$ cat src/pkg/urxeiw_defs.svh
// How it works
// [RULE1] Stop bit sampled low sets frame error
// [RULE2] Two stop bits: either low sets error
// [RULE3] Reset clears frame error; stored with word
// [RULE4] Wrong odd/even parity sets parity error
// [RULE5] Parity checked only while parity enabled
// [RULE6] Software reads error flags before data
// [RULE7] Six sources make active-low request pulse
// [RULE8] Vector needs both enables, stack not full
// [RULE9] Own transmit enables; shared receive enable
// [RULE10] Address detect requests without own flag
// [RULE11] Flags read-only, cleared by module actions
// [RULE12] Address mode: request only if MSB high
// [RULE13] Address mode off: request every word
// [RULE14] Software clears parity with address mode
// [RULE15] Clock stop freezes transfer, then resumes
// [RULE16] Idle or sleep suspends reception
// [RULE17] Idle or sleep keeps registers unchanged
// [RULE18] Software finishes transfers before sleeping
// [RULE19] Falling receive edge while off wakes
// [RULE20] Receive data ignored during start-up
// [RULE21] Without interrupt enables, wake only
// [RULE22] Wake request held until start-up elapsed
// [RULE23] Overrun cleared by status then data read
// [RULE24] Noise flag rises with data available
// [RULE25] Break is all-zero word with frame error
// [RULE26] Request pulse lasts exactly one cycle
`ifndef URXEIW_DEFS_SVH
`define URXEIW_DEFS_SVH
// ----------------------------------------
// Register addresses
// ----------------------------------------
`define URXEIW_ADDR_STATUS 3'h0
`define URXEIW_ADDR_CTRL1 3'h1
`define URXEIW_ADDR_CTRL2 3'h2
`define URXEIW_ADDR_DATA 3'h3
`define URXEIW_ADDR_BAUD 3'h4
// ----------------------------------------
// Control fields
// ----------------------------------------
`define URXEIW_C1_MODE 7
`define URXEIW_C1_EN 6
`define URXEIW_C1_NINE 5
`define URXEIW_C1_PEN 4
`define URXEIW_C1_ODD 3
`define URXEIW_C1_TWO 2
`define URXEIW_C1_RX9 0
`define URXEIW_C2_TXEIE 7
`define URXEIW_C2_TXIIE 6
`define URXEIW_C2_RXEN 5
`define URXEIW_C2_RIE 4
`define URXEIW_C2_ADDEN 3
`define URXEIW_C2_WAKE 2
`define URXEIW_C1_WMASK 8'hfc
`define URXEIW_C2_WMASK 8'hfc
`define URXEIW_RST_BYTE 8'h00
// ----------------------------------------
// Receive entry fields
// ----------------------------------------
`define URXEIW_E_FE 9
`define URXEIW_E_PE 10
`define URXEIW_E_NF 11
// ----------------------------------------
// Timing
// ----------------------------------------
`define URXEIW_OVS_LAST 4'hf
`define URXEIW_SMP_A 4'h7
`define URXEIW_SMP_B 4'h8
`define URXEIW_SMP_C 4'h9
`define URXEIW_LAST8 4'h7
`define URXEIW_LAST9 4'h8
`define URXEIW_FIFO_FULL 2'h2
`define URXEIW_CLK_NS 4
`define URXEIW_STARTUP_NS 1024
`define URXEIW_STARTUP_CYC ((`URXEIW_STARTUP_NS + `URXEIW_CLK_NS - 1) / `URXEIW_CLK_NS)
`endif

$ cat src/pkg/urxeiw_pkg.sv
package urxeiw_pkg;
    typedef logic [7:0] urxeiw_byte_t;
    typedef logic [2:0] urxeiw_addr_t;
    typedef logic [11:0] urxeiw_entry_t;
    typedef enum logic [5:0] {
        ST_IDLE = 6'h01,
        ST_START = 6'h02,
        ST_DATA = 6'h04,
        ST_PAR = 6'h08,
        ST_STOP1 = 6'h10,
        ST_STOP2 = 6'h20
    } urxeiw_state_t;
endpackage : urxeiw_pkg

$ cat src/rtl/urxeiw_core.sv
// Added by the designer: the plain strobed port and the placing of the registers.
`include "urxeiw_defs.svh"
module urxeiw_core (
    input wire logic clk,
    input wire logic resetn,
    input wire urxeiw_pkg::urxeiw_addr_t addr,
    input wire urxeiw_pkg::urxeiw_byte_t wdata,
    input wire logic wr_en,
    input wire logic rd_en,
    output urxeiw_pkg::urxeiw_byte_t rdata,
    input wire logic rx_pin,
    input wire logic clk_on,
    input wire logic halt,
    input wire logic tx_empty,
    input wire logic tx_idle,
    input wire logic global_interrupt_enable,
    input wire logic serial_module_interrupt_enable,
    input wire logic stack_full,
    output logic irq_n,
    output logic vector_req,
    output logic wake_req
);
    import urxeiw_pkg::*;

    // ----------------------------------------
    // Declarations
    // ----------------------------------------
    localparam logic [11:0] STARTUP_CYC = 12'(`URXEIW_STARTUP_CYC);
    urxeiw_byte_t ctrl1_r, ctrl1_nxt, ctrl2_r, ctrl2_nxt, baud_r, baud_nxt, rdata_r, rdata_nxt;
    urxeiw_state_t st_r, st_nxt;
    logic rx_s1_r, rx_s2_r, rx_prev_r;
    logic [7:0] div_r, div_nxt;
    logic [3:0] ovs_r, ovs_nxt, bitn_r, bitn_nxt;
    logic [8:0] shift_r, shift_nxt, data9;
    logic [2:0] smp_r, smp_nxt;
    logic noise_r, noise_nxt, fe_r, fe_nxt, par_r, par_nxt, push;
    urxeiw_entry_t mem_r [2];
    urxeiw_entry_t mem_nxt [2];
    urxeiw_entry_t new_entry, head;
    logic [1:0] cnt_r, cnt_nxt;
    logic wp_r, wp_nxt, rp_r, rp_nxt, oerr_r, oerr_nxt, armed_r, armed_nxt;
    logic txe_prev_r, txi_prev_r, wake_pend_r, wake_pend_nxt;
    logic [11:0] startup_cnt_r, startup_cnt_nxt;
    logic irq_n_r, irq_n_nxt, vector_r, vector_nxt, wake_req_r, wake_req_nxt;
    logic run, tick, bit_end, maj, noisy, rx_fall, rx_go, startup;
    logic stat_rd, data_rd, pop, full, push_ok, ovr, pe_new, rx_evt, evt, wake_hit, wake_evt, ints_on;

    assign run = clk_on & ~halt; // [RULE15] [RULE16]
    assign tick = run & (div_r == 8'h00);
    assign bit_end = (ovs_r == `URXEIW_OVS_LAST);
    assign maj = (smp_r[0] & smp_r[1]) | (smp_r[0] & smp_r[2]) | (smp_r[1] & smp_r[2]);
    assign noisy = ~((&smp_r) | ~(|smp_r));
    assign rx_fall = rx_prev_r & ~rx_s2_r;
    assign rx_go = ctrl1_r[`URXEIW_C1_MODE] & ctrl1_r[`URXEIW_C1_EN] & ctrl2_r[`URXEIW_C2_RXEN];
    assign startup = (startup_cnt_r != 12'h000);
    assign stat_rd = rd_en & (addr == `URXEIW_ADDR_STATUS);
    assign data_rd = rd_en & (addr == `URXEIW_ADDR_DATA);
    assign ints_on = global_interrupt_enable & serial_module_interrupt_enable;

    // ----------------------------------------
    // Register file
    // ----------------------------------------
    always_comb begin
        ctrl1_nxt = ctrl1_r;
        ctrl2_nxt = ctrl2_r;
        baud_nxt = baud_r;
        rdata_nxt = `URXEIW_RST_BYTE;
        // Only bus writes change these, so halt leaves them intact [RULE17]
        if (wr_en) begin
            case (addr)
                `URXEIW_ADDR_CTRL1: ctrl1_nxt = wdata & `URXEIW_C1_WMASK;
                `URXEIW_ADDR_CTRL2: ctrl2_nxt = wdata & `URXEIW_C2_WMASK;
                `URXEIW_ADDR_BAUD: baud_nxt = wdata;
                default: ;
            endcase
        end
        if (rd_en) begin
            case (addr)
                // Status bits are read-only; writes to status are ignored [RULE11]
                `URXEIW_ADDR_STATUS: rdata_nxt = {head[`URXEIW_E_PE], head[`URXEIW_E_NF], head[`URXEIW_E_FE], oerr_r,
                                                  (st_r == ST_IDLE), (cnt_r != 2'h0), tx_idle, tx_empty};
                `URXEIW_ADDR_CTRL1: begin
                    rdata_nxt = ctrl1_r;
                    rdata_nxt[`URXEIW_C1_RX9] = head[8];
                end
                `URXEIW_ADDR_CTRL2: rdata_nxt = ctrl2_r;
                `URXEIW_ADDR_DATA: rdata_nxt = head[7:0];
                `URXEIW_ADDR_BAUD: rdata_nxt = baud_r;
                default: rdata_nxt = `URXEIW_RST_BYTE;
            endcase
        end
    end

    always_ff @(posedge clk) begin
        if (!resetn) begin
            ctrl1_r <= `URXEIW_RST_BYTE;
            ctrl2_r <= `URXEIW_RST_BYTE;
            baud_r <= `URXEIW_RST_BYTE;
            rdata_r <= `URXEIW_RST_BYTE;
        end else begin
            ctrl1_r <= ctrl1_nxt;
            ctrl2_r <= ctrl2_nxt;
            baud_r <= baud_nxt;
            rdata_r <= rdata_nxt;
        end
    end

    // ----------------------------------------
    // Receiver
    // ----------------------------------------
    always_comb begin
        st_nxt = st_r;
        div_nxt = div_r;
        ovs_nxt = ovs_r;
        bitn_nxt = bitn_r;
        shift_nxt = shift_r;
        smp_nxt = smp_r;
        noise_nxt = noise_r;
        fe_nxt = fe_r;
        par_nxt = par_r;
        push = 1'b0;
        if (run) begin
            div_nxt = (div_r == 8'h00) ? baud_r : div_r - 8'h01;
        end
        if (st_r == ST_IDLE) begin
            ovs_nxt = 4'h0;
            bitn_nxt = 4'h0;
            noise_nxt = 1'b0;
            fe_nxt = 1'b0;
            // A held break has no falling edge, so no false start [RULE25] [RULE20]
            if (run && rx_go && rx_fall && !startup) begin
                st_nxt = ST_START;
            end
        end else if (tick) begin
            ovs_nxt = ovs_r + 4'h1;
            if (ovs_r == `URXEIW_SMP_A) smp_nxt[0] = rx_s2_r;
            if (ovs_r == `URXEIW_SMP_B) smp_nxt[1] = rx_s2_r;
            if (ovs_r == `URXEIW_SMP_C) smp_nxt[2] = rx_s2_r;
            if (bit_end) begin
                noise_nxt = noise_r | noisy;
                case (st_r)
                    ST_START: st_nxt = maj ? ST_IDLE : ST_DATA;
                    ST_DATA: begin
                        shift_nxt = {maj, shift_r[8:1]};
                        bitn_nxt = bitn_r + 4'h1;
                        if (bitn_r == (ctrl1_r[`URXEIW_C1_NINE] ? `URXEIW_LAST9 : `URXEIW_LAST8)) begin
                            st_nxt = ctrl1_r[`URXEIW_C1_PEN] ? ST_PAR : ST_STOP1;
                        end
                    end
                    ST_PAR: begin
                        par_nxt = maj;
                        st_nxt = ST_STOP1;
                    end
                    ST_STOP1: begin
                        fe_nxt = ~maj; // [RULE1]
                        if (ctrl1_r[`URXEIW_C1_TWO]) begin
                            st_nxt = ST_STOP2;
                        end else begin
                            push = 1'b1;
                            st_nxt = ST_IDLE;
                        end
                    end
                    ST_STOP2: begin
                        fe_nxt = fe_r | ~maj; // [RULE2]
                        push = 1'b1;
                        st_nxt = ST_IDLE;
                    end
                    default: st_nxt = ST_IDLE;
                endcase
            end
        end
    end

    always_ff @(posedge clk) begin
        if (!resetn) begin
            rx_s1_r <= 1'b1;
            rx_s2_r <= 1'b1;
            rx_prev_r <= 1'b1;
            st_r <= ST_IDLE;
            div_r <= 8'h00;
            ovs_r <= 4'h0;
            bitn_r <= 4'h0;
            shift_r <= 9'h000;
            smp_r <= 3'h7;
            noise_r <= 1'b0;
            fe_r <= 1'b0;
            par_r <= 1'b0;
        end else begin
            rx_s1_r <= rx_pin;
            rx_s2_r <= rx_s1_r;
            rx_prev_r <= rx_s2_r;
            st_r <= st_nxt;
            div_r <= div_nxt;
            ovs_r <= ovs_nxt;
            bitn_r <= bitn_nxt;
            shift_r <= shift_nxt;
            smp_r <= smp_nxt;
            noise_r <= noise_nxt;
            fe_r <= fe_nxt;
            par_r <= par_nxt;
        end
    end

    // ----------------------------------------
    // Receive buffer and flags
    // ----------------------------------------
    assign data9 = ctrl1_r[`URXEIW_C1_NINE] ? shift_nxt : {1'b0, shift_nxt[8:1]};
    assign pe_new = ctrl1_r[`URXEIW_C1_PEN] & ((^{data9, par_r}) ^ ctrl1_r[`URXEIW_C1_ODD]); // [RULE4] [RULE5]
    assign new_entry = {noise_nxt, pe_new, fe_nxt, data9}; // [RULE3] [RULE24] [RULE25]
    assign head = (cnt_r != 2'h0) ? mem_r[rp_r] : 12'h000;
    assign pop = data_rd & (cnt_r != 2'h0);
    assign full = (cnt_r == `URXEIW_FIFO_FULL);
    assign push_ok = push & (~full | pop);
    assign ovr = push & full & ~pop;

    for (genvar g = 0; g < 2; g++) begin : g_entry
        assign mem_nxt[g] = (push_ok && (wp_r == 1'(g))) ? new_entry : mem_r[g];
    end

    always_comb begin
        cnt_nxt = cnt_r + {1'b0, push_ok} - {1'b0, pop};
        wp_nxt = wp_r ^ push_ok;
        rp_nxt = rp_r ^ pop;
        // Status access then data read clears; a new overrun wins [RULE23] [RULE11]
        oerr_nxt = ovr | (oerr_r & ~(data_rd & armed_r));
        armed_nxt = stat_rd | (armed_r & ~data_rd);
    end

    always_ff @(posedge clk) begin
        if (!resetn) begin
            mem_r[0] <= 12'h000;
            mem_r[1] <= 12'h000;
            cnt_r <= 2'h0;
            wp_r <= 1'b0;
            rp_r <= 1'b0;
            oerr_r <= 1'b0;
            armed_r <= 1'b0;
        end else begin
            mem_r[0] <= mem_nxt[0];
            mem_r[1] <= mem_nxt[1];
            cnt_r <= cnt_nxt;
            wp_r <= wp_nxt;
            rp_r <= rp_nxt;
            oerr_r <= oerr_nxt;
            armed_r <= armed_nxt;
        end
    end

    // ----------------------------------------
    // Interrupt request and wake-up
    // ----------------------------------------
    // Data available, address detect and overrun share one enable [RULE9] [RULE10] [RULE12] [RULE13]
    assign rx_evt = ctrl2_r[`URXEIW_C2_RIE] & ((push_ok & (~ctrl2_r[`URXEIW_C2_ADDEN] | shift_nxt[8])) | ovr);
    assign evt = ~startup & (rx_evt | (tx_empty & ~txe_prev_r & ctrl2_r[`URXEIW_C2_TXEIE])
                 | (tx_idle & ~txi_prev_r & ctrl2_r[`URXEIW_C2_TXIIE])); // [RULE7] [RULE9] [RULE22]
    assign wake_hit = ~clk_on & rx_go & ctrl2_r[`URXEIW_C2_RIE] & ctrl2_r[`URXEIW_C2_WAKE]
                      & rx_fall & ~startup & ~wake_pend_r; // [RULE19]
    assign wake_evt = wake_pend_r & (startup_cnt_r == 12'h001) & ints_on; // [RULE21] [RULE22]

    always_comb begin
        startup_cnt_nxt = startup ? startup_cnt_r - 12'h001 : startup_cnt_r;
        wake_pend_nxt = wake_pend_r & startup;
        wake_req_nxt = wake_hit;
        if (wake_hit) begin
            startup_cnt_nxt = STARTUP_CYC;
            wake_pend_nxt = 1'b1;
        end
        irq_n_nxt = ~(evt | wake_evt); // [RULE26]
        vector_nxt = (evt | wake_evt) & ints_on & ~stack_full; // [RULE8]
    end

    always_ff @(posedge clk) begin
        if (!resetn) begin
            txe_prev_r <= 1'b0;
            txi_prev_r <= 1'b0;
            wake_pend_r <= 1'b0;
            startup_cnt_r <= 12'h000;
            irq_n_r <= 1'b1;
            vector_r <= 1'b0;
            wake_req_r <= 1'b0;
        end else begin
            txe_prev_r <= tx_empty;
            txi_prev_r <= tx_idle;
            wake_pend_r <= wake_pend_nxt;
            startup_cnt_r <= startup_cnt_nxt;
            irq_n_r <= irq_n_nxt;
            vector_r <= vector_nxt;
            wake_req_r <= wake_req_nxt;
        end
    end

    assign rdata = rdata_r;
    assign irq_n = irq_n_r;
    assign vector_req = vector_r;
    assign wake_req = wake_req_r;
endmodule : urxeiw_core

$ cat config.mk
export PLATFORM = sky130hd
export DESIGN_NAME = urxeiw_core
export DESIGN_NICKNAME = d
export VERILOG_FILES = /design/src/pkg/urxeiw_pkg.sv /design/src/rtl/urxeiw_core.sv
export VERILOG_INCLUDE_DIRS = /design/src /design/src/pkg
export SDC_FILE = /design/constraint.sdc
export NUM_CORES = 1
export LEC_CHECK = 0
export ABC_AREA = 1
export BUFFER_PORTS_ARGS = -buffer_cell sky130_fd_sc_hd__buf_4
export CAP_MARGIN = 5
export CORE_ASPECT_RATIO = 0.9
export CORE_MARGIN = 1
export CORE_UTILIZATION = 50
export CTS_CLUSTER_SIZE = 8
export DETAILED_ROUTE_END_ITERATION = 8
export GPL_ROUTABILITY_DRIVEN = 0
export PLACE_DENSITY = 0.68
export SLEW_MARGIN = 20
export SYNTH_ARGS = -nofsm -noshare
export SYNTH_HDL_FRONTEND = slang
export SYNTH_SLANG_ARGS = --single-unit
$ cat constraint.sdc
create_clock -name clk -period 2.9 [get_ports clk]
set_clock_uncertainty 0.05 [all_clocks]
set_input_delay 0.145 -clock clk [delete_from_list [all_inputs] [get_ports clk]]
set_output_delay 0.145 -clock clk [all_outputs]
set_load 0.01 [all_outputs]
### After elaboration in Yosys (flattened, before gate mapping)

Memory sizes are Yosys's and may differ from the RTL's. A register that Yosys moved wholly into a read port is not among the register bits.
Index checks and enable logic that the tools add are counted.

* eq/ne operators: 21
* reduce and logical (&&, ||, !) cells: 30
* add/sub/neg operators: 6
* bitwise operators: 75
* mux-type cells: 40

Operators by type and width (number)
* $mux 9: 7
* $mux 12: 5
* $pmux 8 s5: 1
* $and 1x1->1: 37
* $mux 6: 6
* $pmux 6 s4: 1
* $not 1->1: 20
* $or 1x1->1: 15
* $reduce_and 3->1: 5
* $mux 1: 14
* $eq 12x1->1 const B: 1
* $eq 4x4->1 const B: 3
* $reduce_and 2->1: 6
* $reduce_bool 12->1: 1
* $sub 12x1->12 const B: 1
* $reduce_xor 10->1: 1
* $add 4x1->4 const B: 2
* $logic_not 8->1: 1
* $mux 8: 1
* $reduce_and 4->1: 2
* $reduce_bool 2->1: 4
* $sub 8x1->8 const B: 1
* $eq 3x2->1 const B: 2
* $eq 6x1->1 const B: 1
* other kinds (25): 34

* memories kept: 1
* bits in registers: 92
* output and inout bits: 11
* bits in writable memories: 24
* bits of input ports: 23

Memory list
* mem_r: words 2, width 12, rd ports 1, clocked after memory_dff 1, wr ports 2, line urxeiw_core.sv:37 `urxeiw_entry_t mem_r [2];`

### Logic depth before layout (Yosys ltp)

* depth in word-level cells: 17
* depth in mapped cells: 18
* gate-level depth less buffers: 18

### Worst setup path before layout

OpenSTA, ideal clock, no wires.

* path type: reg-to-reg
* start point: register div_r[0]
* end point: memory mem_r[0][8] (netlist bit), data pin
* period minus slack after synthesis: 2.458 ns
* cell stages (with the launch flop): 16
* arrival time: 2.235 ns
* slack: 0.442 ns
* required time: 2.677 ns
* buffers on the path: 0
* cell sequence: dfxtp_1 -> inv_1 -> ha_1 -> inv_1 -> nor2_2 -> nand3_4 -> nor2_8 -> inv_1 -> nor3_2 -> nand2_1 -> inv_1 -> ha_1 -> nor2_1 -> nor2_1 -> clkinv_1 -> nor3_1

RTL lines
* start: declaration: line urxeiw_core.sv:32 `logic [7:0] div_r, div_nxt;`
* start signal: assignment: line urxeiw_core.sv:193 `div_r <= div_nxt;`
* end: declaration: line urxeiw_core.sv:37

==> summary.md <==
| Metric | Value |
|---|---|
| PnR worst setup slack | `351 ps` |
| Met2 Usage GRT | `0.434` |
| Multi-input logic area | `0.00273 mm^2` |
| Status | `complete, no violations` |
| Sw Ratio | `0.307` |
| CP arrival | `2670 ps` |
| TritonCTS clock tree | `yes` |
| CP Launch Type | `flop` |
| Worst-path maximum fanout | `8` |
| Later-pin clock latency in the skew report | `410 ps` |
| Global route overflow | `0` |
| Final HPWL DP | `10.8 mm` |
| Worst Path Required | `3020 ps` |
| Crit end category | `flop` |
| # clock sinks | `117` |
| Setup TNS | `0 ps` |
| DIE WIDTH | `115 um` |
| Most frequent CP cell | `nand2_1` |
| Int Pwr | `3.29 mW` |
| Num CTS Buffers | `17` |
| Post-synth EDFFs | `24` |
| GRT Util Overall | `0.266` |
| Clock power share | `0.419` |
| Total power | `4.75 mW` |
| Total Nets Final | `845` |
| CTS clk-pin slew, worst paths | `60 ps` |
| Syn avg cell area | `7.69 um^2` |
| Post-Syn Area | `0.00579 mm^2` |
| Row Count | `36` |
| DRT iter0 DRCs | `414` |
| Slowest stage delay, CP | `320 ps` |
| First-pass GRT wire length | `24.7 mm` |
| Peak VDD IR | `0.455 mV` |
| DRT Pass-1 Iters | `5` |
| Switch Pwr | `1.46 mW` |
| Synth cell types | `51` |
| Fin area | `0.00690 mm^2` |
| Worst slew margin | `0.567` |
| Place WS | `247 ps` |
| CP Cell Sequence | `inv_1, ha_1, inv_1, nor2_2, nand3_4, buf_4, nor2_4, nand3_1, nand3_1, nand2_1, nand2_1, nand2_1, nand2_1, nand2_1, nand2_1, nand2_1, nand2_1, a21oi_2` |
| Met1 usage | `0.347` |
| Root Driver | `clkbuf_16` |
| Deepest clock path buffer count | `2` |
| Cell Pwr Density | `689 mW/mm^2` |
| CP Buf/Inv Count | `3` |
| Ys flop type | `dfxtp_1` |
| Initial antenna violation count | `0` |
| Final ANT Viol Nets | `0` |
| Power share of the combinational group | `0.187` |
| Area after DPL | `0.00622 mm^2` |
| Routed wire length per instance | `15.3 um` |
| Sequential cell area | `0.00258 mm^2` |
| CP Class | `flop to flop` |
| Yosys warns | `0` |
| Post-CTS setup buffer count | `0` |
| # port buffers | `33` |
| Register bit total from synthesis | `117` |
| M3 GR Usage | `0.0490` |
| Final period util | `0.879` |
| Final Max Slew Viols | `0` |
| H-Tree Depth | `4` |
| Tightest Hold Check Type | `primary input to flop` |
| Max-cap viol count | `0` |
| Initial core utilization | `0.525` |
| RSZ-0062 raised after global routing | `no` |
| Final hold vios | `0` |
| Measured slew at the worst slew-check pin | `650 ps` |
| DRT Wirelength | `14.9 mm` |
| Core area | `0.0110 mm^2` |
| Seq pwr share | `0.395` |
| Layout cell share with drive strength beyond 1 | `0.146` |
| Die ar. | `0.0120 mm^2` |
| Syn Inst Count | `753` |
| Slowest stage cell, crit path | `dfxtp_1` |
| Vias per cell | `5.50` |
| Vias in the first global route | `5136` |
| Most used routing layer | `met2` |
| Fillers | `980` |
| Final setup fails | `0` |
| FMAX | `0.392 GHz` |
| Die H | `104 um` |
| DRC violations left | `0` |
| Largest net degree at the start of global routing | `41` |
| Synthesized Nets | `788` |
| DR vias | `5359` |
| Minimum clock period | `2550 ps` |
| IO Pins | `34` |
| Cell count after placement | `931` |
| # diodes | `0` |
| Static Leakage | `2.89 nW` |
| CP delay by family, top | `simple AND/OR/NAND/NOR gates` |
| Area grow syn2layout | `19.1%` |
| Sequential cell area fraction in the yosys report | `0.446` |
| Finished Layout Cells | `975` |
| Synth async-reset ratio | `0` |
-- worst register-to-register path, cell delays in order (launching register included) --
cell and delay, ps:
dfxtp_1 320, inv_1 120, ha_1 200, inv_1 60, nor2_2 140, nand3_4 110, buf_4 200, nor2_4 190
nand3_1 130, nand3_1 120, nand2_1 110, nand2_1 80, nand2_1 70, nand2_1 80, nand2_1 60, nand2_1 90
nand2_1 50, nand2_1 70, a21oi_2 60
-- cell usage after synthesis (6+ instances only) --
master / n / share of area
nand2_1: 141 / 0.091
nor4_1: 7 / 0.0076
nand3_1: 53 / 0.046
nand4_1: 11 / 0.012
nand2_2: 13 / 0.014
or2_2: 6 / 0.0065
nor3_1: 15 / 0.013
o21ai_0: 43 / 0.037
dfxtp_1: 93 / 0.32
a21oi_1: 75 / 0.065
clkbuf_1: 10 / 0.0065
nor2_1: 67 / 0.043
inv_1: 99 / 0.064
edfxtp_1: 24 / 0.12
ha_1: 12 / 0.026
o22ai_1: 7 / 0.0076
xor2_1: 6 / 0.0091
-- cell families (layout without fill, tap and decap cells) --
kind of cell | Yosys count | after routing | share of synthesized area
buf+inv | 123 | 193 | 0.0834
fa+ha+maj | 12 | 12 | 0.0259
flops | 117 | 117 | 0.446
compound gates | 158 | 158 | 0.154
xor+xnor | 7 | 7 | 0.0106
simple gates | 336 | 336 | 0.280
-- state kept, by name (all words and copies together) (netlist names), 2 cells and up, named ones only --
name	flops
shift_r	9
ctrl1_r	6
startup_cnt_r	12
ovs_r	4
ctrl2_r	6
smp_r	3
mem_r	24
baud_r	8
st_r	6
rdata	8
bitn_r	4
div_r	8
cnt_r	2
-- per-layer routing --
metal / routed length, um / up-vias
met1: 6570 / 2533
met3: 906 / 22
met5: 0 / -
met4: 278 / 0
met2: 7150 / 168
li1: - / 2636
-- cell usage in the layout (no fill, tap or decap), types with 3 or more instances in the layout --
master,count
nand2_2,13
nor4_1,7
a21oi_1,75
buf_4,42
a31oi_1,3
nor3_1,15
inv_1,99
inv_6,3
nand4_1,11
nand3_2,5
o22ai_1,7
clkinvlp_4,6
a211oi_1,4
edfxtp_1,24
o21ai_0,43
nor2_2,3
clkbuf_16,17
dlygate4sd3_1,12
o31ai_1,3
a2111oi_0,3
dfxtp_1,93
inv_2,3
o211ai_1,4
nor2_8,3
o21ai_1,3
a221oi_1,3
nor2_1,67
clkinv_2,3
xor2_1,6
ha_1,12
nand2_1,141
nand3_1,53
clkinv_1,5
nor2_4,4
or2_2,6
-- what timing repair did --
| action | CTS | global route |
|---|---|---|
| resized for setup | 0 | 1 |
| hold endpoints to repair | 11 | 0 |
| hold buffers | 12 | 0 |
| endpoints found under the setup margin | 0 | 16 |
-- stage by stage --
| step | hold WS (ps) | util |
|---|---|---|
| after CTS | 0.0668 | 0.625 |
| after global routing | 26.4 | 0.625 |
| final | 8.19 | 0.625 |
| after detailed placement | 267 | 0.563 |
| after floorplan | 165 | - |
| after global placement | 261 | 0.563 |
-- power by group through the flow --
stage               sequential, mW  clock (mW)  combinational [mW]
floorplan                     1.88           0               0.673
global placement              1.90           0               0.846
detailed placement            1.91           0               0.867
CTS                           1.87        2.00               0.887
global route                  1.89        2.07                1.01
finish                        1.88        1.99               0.887
-- path summary, 6_finish.rpt --
| kind | to | start | slack, ps | depth (start not counted) |
|---|---|---|---|---|
| setup / recovery | mem_r[1][10]$_DFFE_PP_ | div_r[0]$_SDFFE_PN0P_ | 350 | 18 |
| hold reg to reg | rx_s2_r$_SDFF_PN1_ | rx_s1_r$_SDFF_PN1_ | 370 | 1 |
| setup reg to reg | mem_r[1][10]$_DFFE_PP_ | div_r[0]$_SDFFE_PN0P_ | 350 | 18 |
| hold / removal | ctrl2_r[3]$_SDFFE_PN0P_ | wdata[3] | 8 | 3 |
-- cell type report --
cell class | count | share of cell area
inverters | 107 | 0.0584
multi-input cells | 513 | 0.395
flip-flops and latches | 117 | 0.375
clock buffers | 17 | 0.0617
repair buffers | 54 | 0.0631
clock inverters | 15 | 0.0192
well taps | 152 | 0.0276
Note: power is estimated with default switching activity, not from simulation.
